**config.mk**
```make
export PLATFORM = sky130hd
export DESIGN_NAME = vaf_formatter
export DESIGN_NICKNAME = d
export VERILOG_FILES = /design/src/pkg/vaf_pkg.sv /design/src/rtl/vaf_fifo.sv /design/src/rtl/vaf_formatter.sv
export SDC_FILE = /design/constraint.sdc
export NUM_CORES = 2
export LEC_CHECK = 0
export ABC_CLOCK_PERIOD_IN_PS = 47100
export BUFFER_PORTS_ARGS = -buffer_cell sky130_fd_sc_hd__buf_2
export CORE_MARGIN = 1.5
export CORE_UTILIZATION = 45
export DETAILED_ROUTE_END_ITERATION = 6
export PLACE_DENSITY_LB_ADDON = 0.15
export SYNTH_ARGS = -nofsm -noshare
export SYNTH_HDL_FRONTEND = slang
export SYNTH_HIERARCHICAL = 1
export SYNTH_MEMORY_MAX_BITS = 65536
export SYNTH_SLANG_ARGS = --single-unit
```
**constraint.sdc**
```tcl
create_clock -name CLOCK -period 47.1 [get_ports CLOCK]
set_input_delay 11.775 -clock CLOCK [delete_from_list [all_inputs] [get_ports CLOCK]]
set_output_delay 11.775 -clock CLOCK [all_outputs]
set_load 0.01 [all_outputs]
```
**src/pkg/vaf_pkg.sv**
```systemverilog
package vaf_pkg;
  localparam int        PIX_525     = 858;
  localparam int        PIX_625     = 864;
  localparam int        ACTIVE_PIX  = 720;
  localparam int        PIX_RATE_HZ = 13_500_000;
  localparam logic [10:0] SPL_525   = 11'(2 * PIX_525);
  localparam logic [10:0] SPL_625   = 11'(2 * PIX_625);
  localparam logic [10:0] ACT_END   = 11'(2 * ACTIVE_PIX);
  localparam logic [10:0] PKT_START = 11'(2 * ACTIVE_PIX + 4);
  localparam logic [10:0] HS_START  = 11'd1456;
  localparam logic [10:0] HS_END    = 11'd1584;
  localparam logic [9:0]  LINES_525 = 10'd525;
  localparam logic [9:0]  LINES_625 = 10'd625;
  localparam logic [9:0]  HALF_525  = 10'd263;
  localparam logic [9:0]  HALF_625  = 10'd313;
  localparam logic [9:0]  VBLANK_LINES = 10'd20;
  localparam logic [9:0]  VSYNC_LINES  = 10'd3;
  localparam logic [9:0]  VBI_FIRST = 10'd6;
  localparam logic [9:0]  VBI_LAST  = 10'd27;
  localparam logic [9:0]  HI_LINE   = 10'd24;
  localparam logic [7:0]  PRE_ZERO  = 8'h00;
  localparam logic [7:0]  PRE_ONES  = 8'hFF;
  localparam logic [7:0]  FILL_BYTE = 8'h80;
  localparam logic [7:0]  BLANK_Y   = 8'h10;
  localparam logic [7:0]  BLANK_C   = 8'h80;
  localparam logic [7:0]  DID_F1    = 8'h91;
  localparam logic [7:0]  DID_F1_HI = 8'h53;
  localparam logic [7:0]  DID_F2    = 8'h55;
  localparam logic [7:0]  DID_F2_HI = 8'h97;
  localparam logic [5:0]  RAW_DID   = 6'h10;
  localparam logic [5:0]  RAW_SDID  = 6'h0F;
  localparam logic [5:0]  RAW_COUNT = 6'h3F;
  localparam logic [6:0]  HDR_LEN   = 7'd8;
  localparam int        STORE_BYTES = 512;
  localparam int        BUF_WORDS   = 16;

  typedef enum logic [2:0] {P_IDLE, P_HDR, P_PAY, P_CSUM, P_FILL} vaf_pst_t;

  typedef struct packed {
    logic [9:0] line;
    logic       field2;
    logic [5:0] sdid;
    logic       match1;
    logic       match2;
    logic       err;
    logic [5:0] len;
  } vaf_slice_t;
endpackage : vaf_pkg

```
**src/rtl/vaf_fifo.sv**
```systemverilog
`timescale 1ns/1ps
module vaf_fifo #(
  parameter int WIDTH = 8,
  parameter int DEPTH = 16
) (
  input  wire logic             clk,
  input  wire logic             rst,
  input  wire logic             in_valid,
  output logic                  in_ready,
  input  wire logic [WIDTH-1:0] in_data,
  output logic                  out_valid,
  input  wire logic             out_ready,
  output logic      [WIDTH-1:0] out_data
);
  localparam int AW = $clog2(DEPTH);
  logic [WIDTH-1:0] mem [DEPTH];
  logic [AW-1:0]    wp;
  logic [AW-1:0]    rp;
  logic [AW:0]      cnt;
  logic [AW:0]      next_cnt;
  logic             push;
  logic             pop;

  assign push     = in_valid && in_ready;
  assign pop      = out_valid && out_ready;
  assign next_cnt = cnt + (AW+1)'(push) - (AW+1)'(pop);
  assign out_data = mem[rp];

  always_ff @(posedge clk) begin
    if (push) begin
      mem[wp] <= in_data;
    end
  end

  // Flags are registered so in_ready and out_valid come straight from flops
  always_ff @(posedge clk or posedge rst) begin
    if (rst) begin
      wp        <= '0;
      rp        <= '0;
      cnt       <= '0;
      in_ready  <= 1'b0;
      out_valid <= 1'b0;
    end else begin
      wp        <= push ? AW'(wp == AW'(DEPTH - 1) ? 0 : wp + 1'b1) : wp;
      rp        <= pop ? AW'(rp == AW'(DEPTH - 1) ? 0 : rp + 1'b1) : rp;
      cnt       <= next_cnt;
      in_ready  <= next_cnt != (AW+1)'(DEPTH);
      out_valid <= next_cnt != '0;
    end
  end
endmodule : vaf_fifo

```
**src/rtl/vaf_formatter.sv**
```systemverilog
`timescale 1ns/1ps
// Operation
// - Insert sliced packets into embedded-sync stream
// - Send packet in next line's blanking
// - Copy every packet into 512-byte store
// - Preamble 00 FF FF, then ID bytes
// - Identifier from field and line 24
// - Line number split over bytes 6,7
// - Match flags bits 3,2; top zero
// - Bit 4 reports corrected data error
// - Six-bit checksum identifier through payload
// - Fill 80h to four-byte multiple
// - Optional raw 2x samples as block
// - Raw block in active part, all lines
// - Select discrete-sync or embedded-code output
// - Accept slices only on lines 6-27
module vaf_formatter #(
  parameter int BUF_DEPTH   = vaf_pkg::BUF_WORDS,
  parameter int STORE_DEPTH = vaf_pkg::STORE_BYTES
) (
  input  wire logic               CLOCK,
  input  wire logic               RST,
  input  wire logic               MODE_656,
  input  wire logic               STD_625,
  input  wire logic               RAW_ENABLE,
  input  wire logic [7:0]         VIDEO_IN,
  input  wire logic [7:0]         RAW_IN,
  input  wire logic               SLICE_VALID,
  input  wire vaf_pkg::vaf_slice_t SLICE_INFO,
  input  wire logic               PAY_VALID,
  input  wire logic [7:0]         PAY_DATA,
  output logic                    PAY_READY,
  output logic                    STORE_VALID,
  input  wire logic               STORE_READY,
  output logic      [7:0]         STORE_DATA,
  output logic      [7:0]         OUT_DATA,
  output logic                    HSYNC,
  output logic                    VSYNC,
  output logic                    AVID,
  output logic                    FIELD,
  output logic                    PKT_ACTIVE,
  output logic                    STORE_OVERFLOW
);
  logic [10:0]         hc;
  logic [9:0]          vc;
  logic [10:0]         spl;
  logic [9:0]          lpf;
  logic [9:0]          half;
  logic                field2;
  logic [9:0]          fline;
  logic                vblank;
  logic                active;
  logic                pend;
  logic [9:0]          pend_vc;
  vaf_pkg::vaf_slice_t info;
  vaf_pkg::vaf_pst_t   pst;
  logic [6:0]          pos;
  logic [5:0]          csum;
  logic [6:0]          tot;
  logic [6:0]          tot4;
  logic [5:0]          wc;
  logic [7:0]          did;
  logic [7:0]          pkt_byte;
  logic                emit;
  logic                start;
  logic                capture;
  logic                buf_valid;
  logic [7:0]          buf_data;
  logic                store_ready_in;
  logic [7:0]          next_out;
  logic [10:0]         k;

  function automatic logic [7:0] par_byte(input logic [5:0] d);
    par_byte = {~(^d), ^d, d};
  endfunction : par_byte

  function automatic logic [7:0] sync_word(input logic f, input logic v, input logic h);
    sync_word = {1'b1, f, v, h, v ^ h, f ^ h, f ^ v, f ^ v ^ h};
  endfunction : sync_word

  assign spl    = STD_625 ? vaf_pkg::SPL_625 : vaf_pkg::SPL_525;
  assign lpf    = STD_625 ? vaf_pkg::LINES_625 : vaf_pkg::LINES_525;
  assign half   = STD_625 ? vaf_pkg::HALF_625 : vaf_pkg::HALF_525;
  assign field2 = vc >= half;
  assign fline  = field2 ? 10'(vc - half) : vc;
  assign vblank = fline < vaf_pkg::VBLANK_LINES;
  assign active = hc < vaf_pkg::ACT_END;

  // Sample counter, two bytes per pixel
  always_ff @(posedge CLOCK or posedge RST) begin
    if (RST) begin
      hc <= '0;
    end else begin
      hc <= (hc >= spl - 11'd1) ? 11'd0 : 11'(hc + 11'd1);
    end
  end

  always_ff @(posedge CLOCK or posedge RST) begin
    if (RST) begin
      vc <= '0;
    end else if (hc >= spl - 11'd1) begin
      vc <= (vc >= lpf - 10'd1) ? 10'd0 : 10'(vc + 10'd1);
    end
  end

  // Discrete sync outputs, kept in both modes
  always_ff @(posedge CLOCK or posedge RST) begin
    if (RST) begin
      HSYNC <= 1'b0;
      VSYNC <= 1'b0;
      AVID  <= 1'b0;
      FIELD <= 1'b0;
    end else begin
      HSYNC <= hc >= vaf_pkg::HS_START && hc < vaf_pkg::HS_END;
      VSYNC <= fline < vaf_pkg::VSYNC_LINES;
      AVID  <= active && !vblank;
      FIELD <= field2;
    end
  end

  assign capture = SLICE_VALID && !pend && pst == vaf_pkg::P_IDLE
                   && SLICE_INFO.line >= vaf_pkg::VBI_FIRST && SLICE_INFO.line <= vaf_pkg::VBI_LAST;
  // Start after EAV of a later line
  assign start = pend && pst == vaf_pkg::P_IDLE && hc == vaf_pkg::PKT_START
                 && vc != pend_vc;

  // One slot only; a slice arriving while one waits or is sent is dropped
  always_ff @(posedge CLOCK or posedge RST) begin
    if (RST) begin
      pend    <= 1'b0;
      pend_vc <= '0;
      info    <= '0;
    end else if (start) begin
      pend <= 1'b0;
    end else if (capture) begin
      pend    <= 1'b1;
      pend_vc <= vc;
      info    <= SLICE_INFO;
    end
  end

  // Length rounded up to whole words
  always_comb begin
    tot  = 7'(vaf_pkg::HDR_LEN + 7'd1 + {1'b0, info.len});
    tot4 = 7'(tot + 7'd3) & 7'h7C;
    wc   = 6'(tot4[6:2] - 5'd2);
  end

  always_comb begin
    if (info.field2) begin
      did = (info.line >= vaf_pkg::HI_LINE) ? vaf_pkg::DID_F2_HI : vaf_pkg::DID_F2;
    end else begin
      did = (info.line >= vaf_pkg::HI_LINE) ? vaf_pkg::DID_F1_HI : vaf_pkg::DID_F1;
    end
  end

  always_comb begin
    pkt_byte = vaf_pkg::FILL_BYTE;
    unique case (pst)
      vaf_pkg::P_IDLE: pkt_byte = vaf_pkg::FILL_BYTE;
      vaf_pkg::P_HDR: begin
        unique case (pos[2:0])
          3'd0: pkt_byte = vaf_pkg::PRE_ZERO;
          3'd1: pkt_byte = vaf_pkg::PRE_ONES;
          3'd2: pkt_byte = vaf_pkg::PRE_ONES;
          3'd3: pkt_byte = par_byte(did[5:0]);
          3'd4: pkt_byte = par_byte(info.sdid);
          3'd5: pkt_byte = par_byte(wc);
          3'd6: pkt_byte = info.line[7:0];
          3'd7: pkt_byte = {3'b000, info.err, info.match1, info.match2, info.line[9:8]};
        endcase
      end
      vaf_pkg::P_PAY:  pkt_byte = buf_data;
      vaf_pkg::P_CSUM: pkt_byte = {2'b00, csum};
      vaf_pkg::P_FILL: pkt_byte = vaf_pkg::FILL_BYTE;
    endcase
  end

  // An empty payload buffer holds the packet; the source must stay ahead
  assign emit = pst != vaf_pkg::P_IDLE && !(pst == vaf_pkg::P_PAY && !buf_valid);

  always_ff @(posedge CLOCK or posedge RST) begin
    if (RST) begin
      pst <= vaf_pkg::P_IDLE;
      pos <= '0;
    end else begin
      unique case (pst)
        vaf_pkg::P_IDLE: begin
          pos <= '0;
          pst <= start ? vaf_pkg::P_HDR : vaf_pkg::P_IDLE;
        end
        vaf_pkg::P_HDR: begin
          pos <= 7'(pos + 7'd1);
          if (pos == 7'd7) begin
            pst <= (info.len == '0) ? vaf_pkg::P_CSUM : vaf_pkg::P_PAY;
          end
        end
        vaf_pkg::P_PAY: begin
          if (emit) begin
            pos <= 7'(pos + 7'd1);
            if (pos == 7'(7'd7 + {1'b0, info.len})) begin
              pst <= vaf_pkg::P_CSUM;
            end
          end
        end
        vaf_pkg::P_CSUM, vaf_pkg::P_FILL: begin
          pos <= 7'(pos + 7'd1);
          pst <= (7'(pos + 7'd1) == tot4) ? vaf_pkg::P_IDLE : vaf_pkg::P_FILL;
        end
      endcase
    end
  end

  // Sum identifier through last payload byte
  always_ff @(posedge CLOCK or posedge RST) begin
    if (RST) begin
      csum <= '0;
    end else if (start) begin
      csum <= '0;
    end else if (emit && pos >= 7'd3
                 && (pst == vaf_pkg::P_HDR || pst == vaf_pkg::P_PAY)) begin
      csum <= 6'(csum + pkt_byte[5:0]);
    end
  end

  always_ff @(posedge CLOCK or posedge RST) begin
    if (RST) begin
      PKT_ACTIVE     <= 1'b0;
      STORE_OVERFLOW <= 1'b0;
    end else begin
      PKT_ACTIVE     <= emit;
      STORE_OVERFLOW <= STORE_OVERFLOW || (emit && !store_ready_in);
    end
  end

  // Back-pressure on the slicer payload path
  vaf_fifo #(
    .WIDTH (8),
    .DEPTH (BUF_DEPTH)
  ) u_pay_buf (
    .clk       (CLOCK),
    .rst       (RST),
    .in_valid  (PAY_VALID),
    .in_ready  (PAY_READY),
    .in_data   (PAY_DATA),
    .out_valid (buf_valid),
    .out_ready (pst == vaf_pkg::P_PAY),
    .out_data  (buf_data)
  );

  // Store copy of each packet byte
  vaf_fifo #(
    .WIDTH (8),
    .DEPTH (STORE_DEPTH)
  ) u_store (
    .clk       (CLOCK),
    .rst       (RST),
    .in_valid  (emit),
    .in_ready  (store_ready_in),
    .in_data   (pkt_byte),
    .out_valid (STORE_VALID),
    .out_ready (STORE_READY),
    .out_data  (STORE_DATA)
  );

  assign k = 11'(hc - vaf_pkg::ACT_END);

  always_comb begin
    next_out = hc[0] ? vaf_pkg::BLANK_Y : vaf_pkg::BLANK_C;
    if (!MODE_656) begin
      if (active && !vblank) begin
        next_out = VIDEO_IN;
      end
    end else if (hc >= vaf_pkg::ACT_END && hc < vaf_pkg::PKT_START) begin
      next_out = (k == 11'd0) ? vaf_pkg::PRE_ONES
               : (k == 11'd3) ? sync_word(field2, vblank, 1'b1) : vaf_pkg::PRE_ZERO;
    end else if (hc >= spl - 11'd4) begin
      next_out = (hc == spl - 11'd4) ? vaf_pkg::PRE_ONES
               : (hc == spl - 11'd1) ? sync_word(field2, vblank, 1'b0) : vaf_pkg::PRE_ZERO;
    end else if (emit) begin
      next_out = pkt_byte;
    end else if (active && RAW_ENABLE) begin
      unique case (hc)
        11'd0:   next_out = vaf_pkg::PRE_ZERO;
        11'd1:   next_out = vaf_pkg::PRE_ONES;
        11'd2:   next_out = vaf_pkg::PRE_ONES;
        11'd3:   next_out = par_byte(vaf_pkg::RAW_DID);
        11'd4:   next_out = par_byte(vaf_pkg::RAW_SDID);
        11'd5:   next_out = par_byte(vaf_pkg::RAW_COUNT);
        default: next_out = RAW_IN;
      endcase
    end else if (active && !vblank) begin
      next_out = VIDEO_IN;
    end
  end

  always_ff @(posedge CLOCK or posedge RST) begin
    if (RST) begin
      OUT_DATA <= vaf_pkg::BLANK_C;
    end else begin
      OUT_DATA <= next_out;
    end
  end
endmodule : vaf_formatter

```
* Word level (Yosys, flattened, before mapping) *
Memories as Yosys holds them, arrays and structs flattened.
Index checks and enable logic that the tools add are counted.

word-level totals
  output and inout port bits = 24
  memories = 2
  logic and storage cells = 201
  bits in writable memories = 4224
  flip-flop bits (word level) = 133

memory list
  name           depth  bits a word  read ports  clocked after Yosys merged registers in  wr ports  RTL line        text
  u_store.mem    512    8            1           0                                        1         vaf_fifo.sv:16  logic [WIDTH-1:0] mem [DEPTH];
  u_pay_buf.mem  16     8            1           0                                        1         vaf_fifo.sv:16

cells by class
  $add $sub $neg = 21
  $lt $le $gt $ge = 15
  equal/unequal tests = 33
  bitwise gates (word level) = 8
  reduce and logical (&&, ||, !) cells = 47
  muxes and demuxes = 44

operators with widths
  kind                    number
  $mux W8                 11
  $pmux W8 S7             1
  $pmux W8 S5             1
  $eq A11 B2 Y1 const B   3
  $lt A11 B11 Y1 const B  3
  $pmux W8 S4             1
  $mux W6                 4
  $eq A11 B11 Y1          2
  $eq A11 B3 Y1 const B   2
  $ge A11 B11 Y1          2
  $ge A11 B11 Y1 const B  2
  $logic_not A11 Y1       2
  $mux W7                 3
  $pmux W7 S3             1
  $logic_and A1 B1 Y1     20
  $mux W10                2
  $add A9 B1 Y9 const B   2
  $eq A9 B9 Y1 const B    2
  $mux W9                 2
  $reduce_xor A6 Y1       3
  $eq A3 B3 Y1 const B    5
  $eq A7 B7 Y1            2
  $eq A3 B2 Y1 const B    4
  $mux W3                 4
  54 further kinds        84

* Logic depth before layout (Yosys ltp) *
  depth after elaboration = 12
  depth in mapped cells = 19
  depth with buffers taken out = 17

* Hierarchy *
The synthesis kept the hierarchy.

by module, submodules not included
  module                 cells an instance  sequential area each (um^2)  instances  area an instance (um^2)
  vaf_fifo at u_store    7492               123748.7                     1          159754.5
  vaf_formatter          784                2203.4                       1          6892.9
  vaf_fifo at u_pay_buf  296                4219.0                       1          5770.5

* Worst setup path before layout *
No wires, ideal clock.

  path type = reg2reg
  start point = register u_pay_buf.rp[0]
  end point = memory u_store.mem[0][4], data pin
  cell stages (with the launch flop) = 8
  required time = 42911 ps
  buffers on the path = 2
  setup time = 4189 ps
  path slack = 21828 ps
  period minus slack after synthesis = 25272 ps
  arrival = 21083 ps
  cell sequence = dfrtp_1 > buf_6 > buf_4 > mux4_2 > a22oi_1 > nand2_1 > mux2i_1 > o21ai_0

between the ends
  word-level cells in the longest chain between the ends = 2

ends and longest elaborated chain
  element                 RTL line              text
  from (decl)             vaf_fifo.sv:18        logic [AW-1:0] rp;
  from (signal assigned)  vaf_fifo.sv:45        rp <= pop ? AW'(rp == AW'(DEPTH - 1) ? 0 : rp + 1'b1) : rp;
  $mem_v2 Z16 W8          --
  named net buf_data[4]   vaf_formatter.sv:68   logic [7:0] buf_data;
  $pmux W8 S4             vaf_formatter.sv:159  unique case (pst)
  named net pkt_byte[4]   vaf_formatter.sv:63   logic [7:0] pkt_byte;
  to (decl)               vaf_fifo.sv:16

The timed path passes the listed nets, and every way through them passes these cells.

* Worst setup path after layout *
  start point = register u_store.rp[1]
  end point = output port STORE_DATA[7]

between the ends
  word-level cells in the longest chain between the ends = 1

ends and longest elaborated chain
  element                 RTL line             text
  from (decl)             vaf_fifo.sv:18
  from (signal assigned)  vaf_fifo.sv:45
  $mem_v2 Z512 W8         --
  to (decl)               vaf_formatter.sv:35  output logic [7:0] STORE_DATA,

Every way passes these cells.

==> results.md <==
Timing:
- At the pin with the least slew margin, the transition time is ~1.5 ns.
- The final hold violation count is 0.
- The top achievable clock speed is approximately 0.051 GHz.
- The final-report max-slew violation count is 0.
- The sum of negative setup slack is 0 ns.
- The slack of the critical path is around 28 ns.
- Clock skew on the completed layout was measured at 0.05231 ns.
- The worst path needs 19.58 ns of the cycle, external delays included.
- Setup repair after global routing left no endpoint under its margin.
- The period utilization is around two fifths.
- In this run the tightest slew margin relative to its limit is less than 1%.
- The total of endpoints with negative setup slack in the final report is 0.

Synthesis:
- For this run, the leading register cell type out of synthesis is edfxtp_1.
- The synthesized flop and latch total is approximately 4400.
- The cell count after synthesis is ~8600.
- The netlist area before placement is about 0.17 mm².
- Counting distinct cell types in the post-synthesis netlist gives 97.
- Ranked by total cell area, the synthesized netlist is headed by edfxtp_1 (74%), mux4_2 (14%), dfrtp_1 (1.9%).
- After synthesis, the share of flip-flops with an asynchronous set or reset is 3.053%.
- The number of synthesis warnings is 6.
- Synthesis produced a netlist with a net count of 8700.
- The average instance in the mapped netlist occupies slightly above 20 µm².
- The share of Yosys cell area claimed by the top area cell type is between 70 and 80%.
- The fraction of the yosys area taken by sequential cells is around three quarters.
- The cell accounting for the most synthesized area is edfxtp_1.
- The number of flops mapped to enable cells by yosys is 4224.

Finish:
- Once layout is complete, the cells apart from fillers number around 14000.
- In the layout the commonest cells are edfxtp_1 (4224), mux4_2 (1045), nor2_1 (680).
- Fill cells in the final layout number just over 30000.
- The final layout contains a little under 9000 nets.
- The layout overhead on the synthesized area is 11.74%.
- The proportion of layout cells with a drive suffix above 1 is 22.36%.
- The library cell used most frequently in the layout, excluding fill and tap cells, is edfxtp_1.

Min path:
- The worst hold path class is reg -> reg.
- Counting instances, the worst hold path has a depth of 1.

Power and ir drop:
- The clock power share is between 40% and 50%.
- The portion of total power attributed to sequential cells is approximately half.
- In this run switching power makes up between 20% and 30% of total power.
- Power spread over the standard cell area amounts to 44.57 mW/mm².
- The combinational share of power is under 10%.
- The analysis attributes to net switching a power of between 2 and 2.5 mW.
- The internal power of the cells totals between 6 and 7 mW.
- The worst vdd rail ir drop is around 0.053 mV.
- The static leakage is 52.97 nW.

Drt:
- The number of search-and-repair iterations in the first detailed-routing pass is 6.
- The via density per instance is roughly 6.0.
- The per-cell routed wire length is roughly 30 µm.
- The count of nets left with antenna violations once routing finished came out at 0.
- Wires add up to 430800 µm.
- Detailed routing inserted a total of 85010 vias.
- The number of remaining DRC errors is 0.
- The first routing iteration left approximately 9000 violations.

GRT:
- The via count of the first global-routing pass is 86450.
- For this run the aggregate overflow at the end of global routing stands at 0.
- The wire length of the first global-routing pass is about 620000 µm.
- Global routing used ~22% of the available tracks across all layers.
- Entering global routing, the biggest net connects approximately 210 pins.
- The number of antenna violations at the first check in global routing was 23.

Placement:
- The last weighted congestion value of the routability-driven placer is 0.8071.
- Buffers placed on the I/O ports in this run total just over 80.
- The worst slack after detailed placement is approximately 28 ns.
- The total half-perimeter wirelength after legalization and detailed placement is around 250000 µm.
- The number of placed instances, taps included is between 10000 and 15000.

Die:
- The initial utilization of the core area, before any placement, comes to between 40% and 50%.
- The die covers around 0.39 mm².
- The core region area is 0.3817 mm².
- The die height is 622.0 µm.
- During I/O placement, the number of pins put on the boundary was 82.
- The horizontal extent of the die is slightly above 600 µm.
- The site row count is approximately 230.

Clock network:
- The clock buffer count from CTS is 449.
- In this run the post-CTS setup repair buffer count came out at 0.
- The hold-fix buffer count after cts is 0.
- The clock-pin slew on the worst setup and hold paths is around 0.06 ns.
- The clock latency on the worst-skew pair is 1.00 ns.
- In this run the deepest clock path goes through 4 buffers.
- The total clock sinks is roughly 4400.
- The number of gates given a new drive strength after cts is 0.
- CTS placed an instance of clkbuf_16 at the clock tree root.
- TritonCTS built the clock tree.
- The maximum level of the CTS H-tree is 5.

Critical path:
- Counting buffers and inverters, the worst setup path is 12 cells deep.
- The category of the worst setup path capture point is a primary output.
- The critical path contains buffers and inverters numbering 5 combined.
- STA classifies the critical path startpoint as a flip-flop.
- The arrival time at the worst endpoint is 7.80 ns.
- The highest cell delay on the worst timing path is ~0.96 ns.
- Walking the worst path, the cells encountered are buf_12 > buf_12 > buf_4 > buf_4 > mux4_2 > mux2i_1 > a21oi_1 > nand3_1 > and4_1 > a22oi_1 > and3_1 > buf_2.
- The cell class contributing the biggest share of worst-path delay is buffers and inverters.
- Data on the critical path is required at its endpoint by 35.33 ns.
- The depth of the worst register-to-register path is 14.
- The critical path in this run is classified as reg -> out.
- The largest fanout on the critical path is ~120.
- The library cell contributing the largest single delay on the critical path is dfrtp_4.

Flow run:
- The max-cap violation count is 0.

Status:
- The flow ran to the end, and the final reports show no timing, DRC or antenna violations.
[cells in the mapped netlist, types with 59 or more instances]
cell      instances
mux2_2           63
mux2i_1         268
dfrtp_1         132
o21ai_0         251
inv_1            66
mux4_2         1045
nand3_1         124
buf_1            94
buf_2           117
o22ai_1         117
nand2_1         246
buf_4            59
clkbuf_1        237
edfxtp_1       4224
ha_1             66
a21oi_1         178
nor2_1          682
[power by group through the flow]
stage          combinational (mW)  clock (mW)  sequential (mW)
5_1_grt                     0.888        3.70             4.25
3_5_place_dp                0.852           0             4.33
6_report                    0.844        3.49             4.25
3_3_place_gp                0.848           0             4.33
2_1_floorplan               0.578           0             4.30
4_1_cts                     0.853        3.56             4.25
[worst paths after layout]
| check | startpoint | end | slack [ns] |
|---|---|---|---|
| worst min-delay path | info[17]$_DFFE_PP0P_ | info[17]$_DFFE_PP0P_ | 0.52 |
| min in group asynchronous | RST | info[2]$_DFFE_PP0P_ | 10.86 |
| worst max register to register | info[2]$_DFFE_PP0P_ | u_store/mem[432][6]$_DFFE_PP_ | 40.05 |
| worst min register to register | info[17]$_DFFE_PP0P_ | info[17]$_DFFE_PP0P_ | 0.52 |
| max in group asynchronous | RST | pend_vc[5]$_DFFE_PP0P_ | 35.06 |
| worst max-delay path | u_store/rp[1]$_DFFE_PP0P_ | STORE_DATA[7] | 27.52 |
[state kept, by name, summed over array words and instances (netlist names), 5 cells and up]
signal / flops
OUT_DATA: 8
u_store/wp: 9
info: 26
u_store/rp: 9
u_pay_buf/mem: 128
pos: 7
u_store/cnt: 10
vc: 10
u_pay_buf/cnt: 5
u_store/mem: 4096
pend_vc: 10
hc: 11
csum: 6
[cell type report]
cell class                 count  area, µm²  area share (%)
sequential                  4357     130200           67.57
multi-input combinational   3618      39780           20.65
clock buffer                 552      11690           6.066
tap                         5038       6304           3.272
clock inverter               281       2715           1.409
timing repair buffer         227       1702          0.8832
inverter                      68      265.3          0.1377
antenna                        9      22.52         0.01169
[routing by layer]
| metal | global-route usage [%] | routed length [µm] | part of all wire [%] | vias to the layer above |
|---|---|---|---|---|
| met5 | 0 | 23 | 0.0053 | - |
| met4 | 5.659 | 10920 | 2.5 | 4 |
| met3 | 3.261 | 28820 | 6.7 | 585 |
| met2 | 34.93 | 204800 | 48 | 3040 |
| met1 | 32.14 | 186200 | 43 | 45870 |
| li1 | - | - | - | 35520 |
[cell families (layout without fill, tap and decap cells)]
family	count (synthesis)	in the layout	share of synthesized area [%]
DFF	4357	4357	75.50
muxes	1389	1389	15.81
and+or+nand+nor	1281	1281	3.265
AOI/OAI and AO/OA	805	805	2.920
buffers and inverters	597	1128	1.612
xor gates and xnor gates	73	73	0.3708
adders and majority gates	70	70	0.5254
other	0	9	0
[worst reg2reg max path: stages (launching register included)]
cell and delay [ns]:
dfrtp_1 0.51, inv_1 0.34, ha_1 0.41, xor2_1 0.37, ha_1 0.39, or3_1 0.15
o221ai_1 0.11, a221oi_1 0.32, xor2_1 0.36, a211oi_1 0.20, o21ai_4 0.14, buf_4 0.66
buf_4 0.92, buf_4 0.82, buf_4 0.86
[metrics by stage]
| step | total power, mW | util (%) | hold WS (ns) | instance area [µm²] |
|---|---|---|---|---|
| after detailed placement | 5.187 | 46.69 | 0.5130 | 178200 |
| after global routing | 8.841 | 50.47 | 0.5419 | 192700 |
| after CTS | 8.663 | 50.47 | 0.5272 | 192600 |
| after floorplan | 4.879 | - | 0.4778 | 172400 |
| final | 8.586 | 50.47 | 0.5218 | 192700 |
| after global placement | 5.182 | 46.69 | 0.4984 | 178200 |
Note: power is estimated with default switching activity, not from simulation.
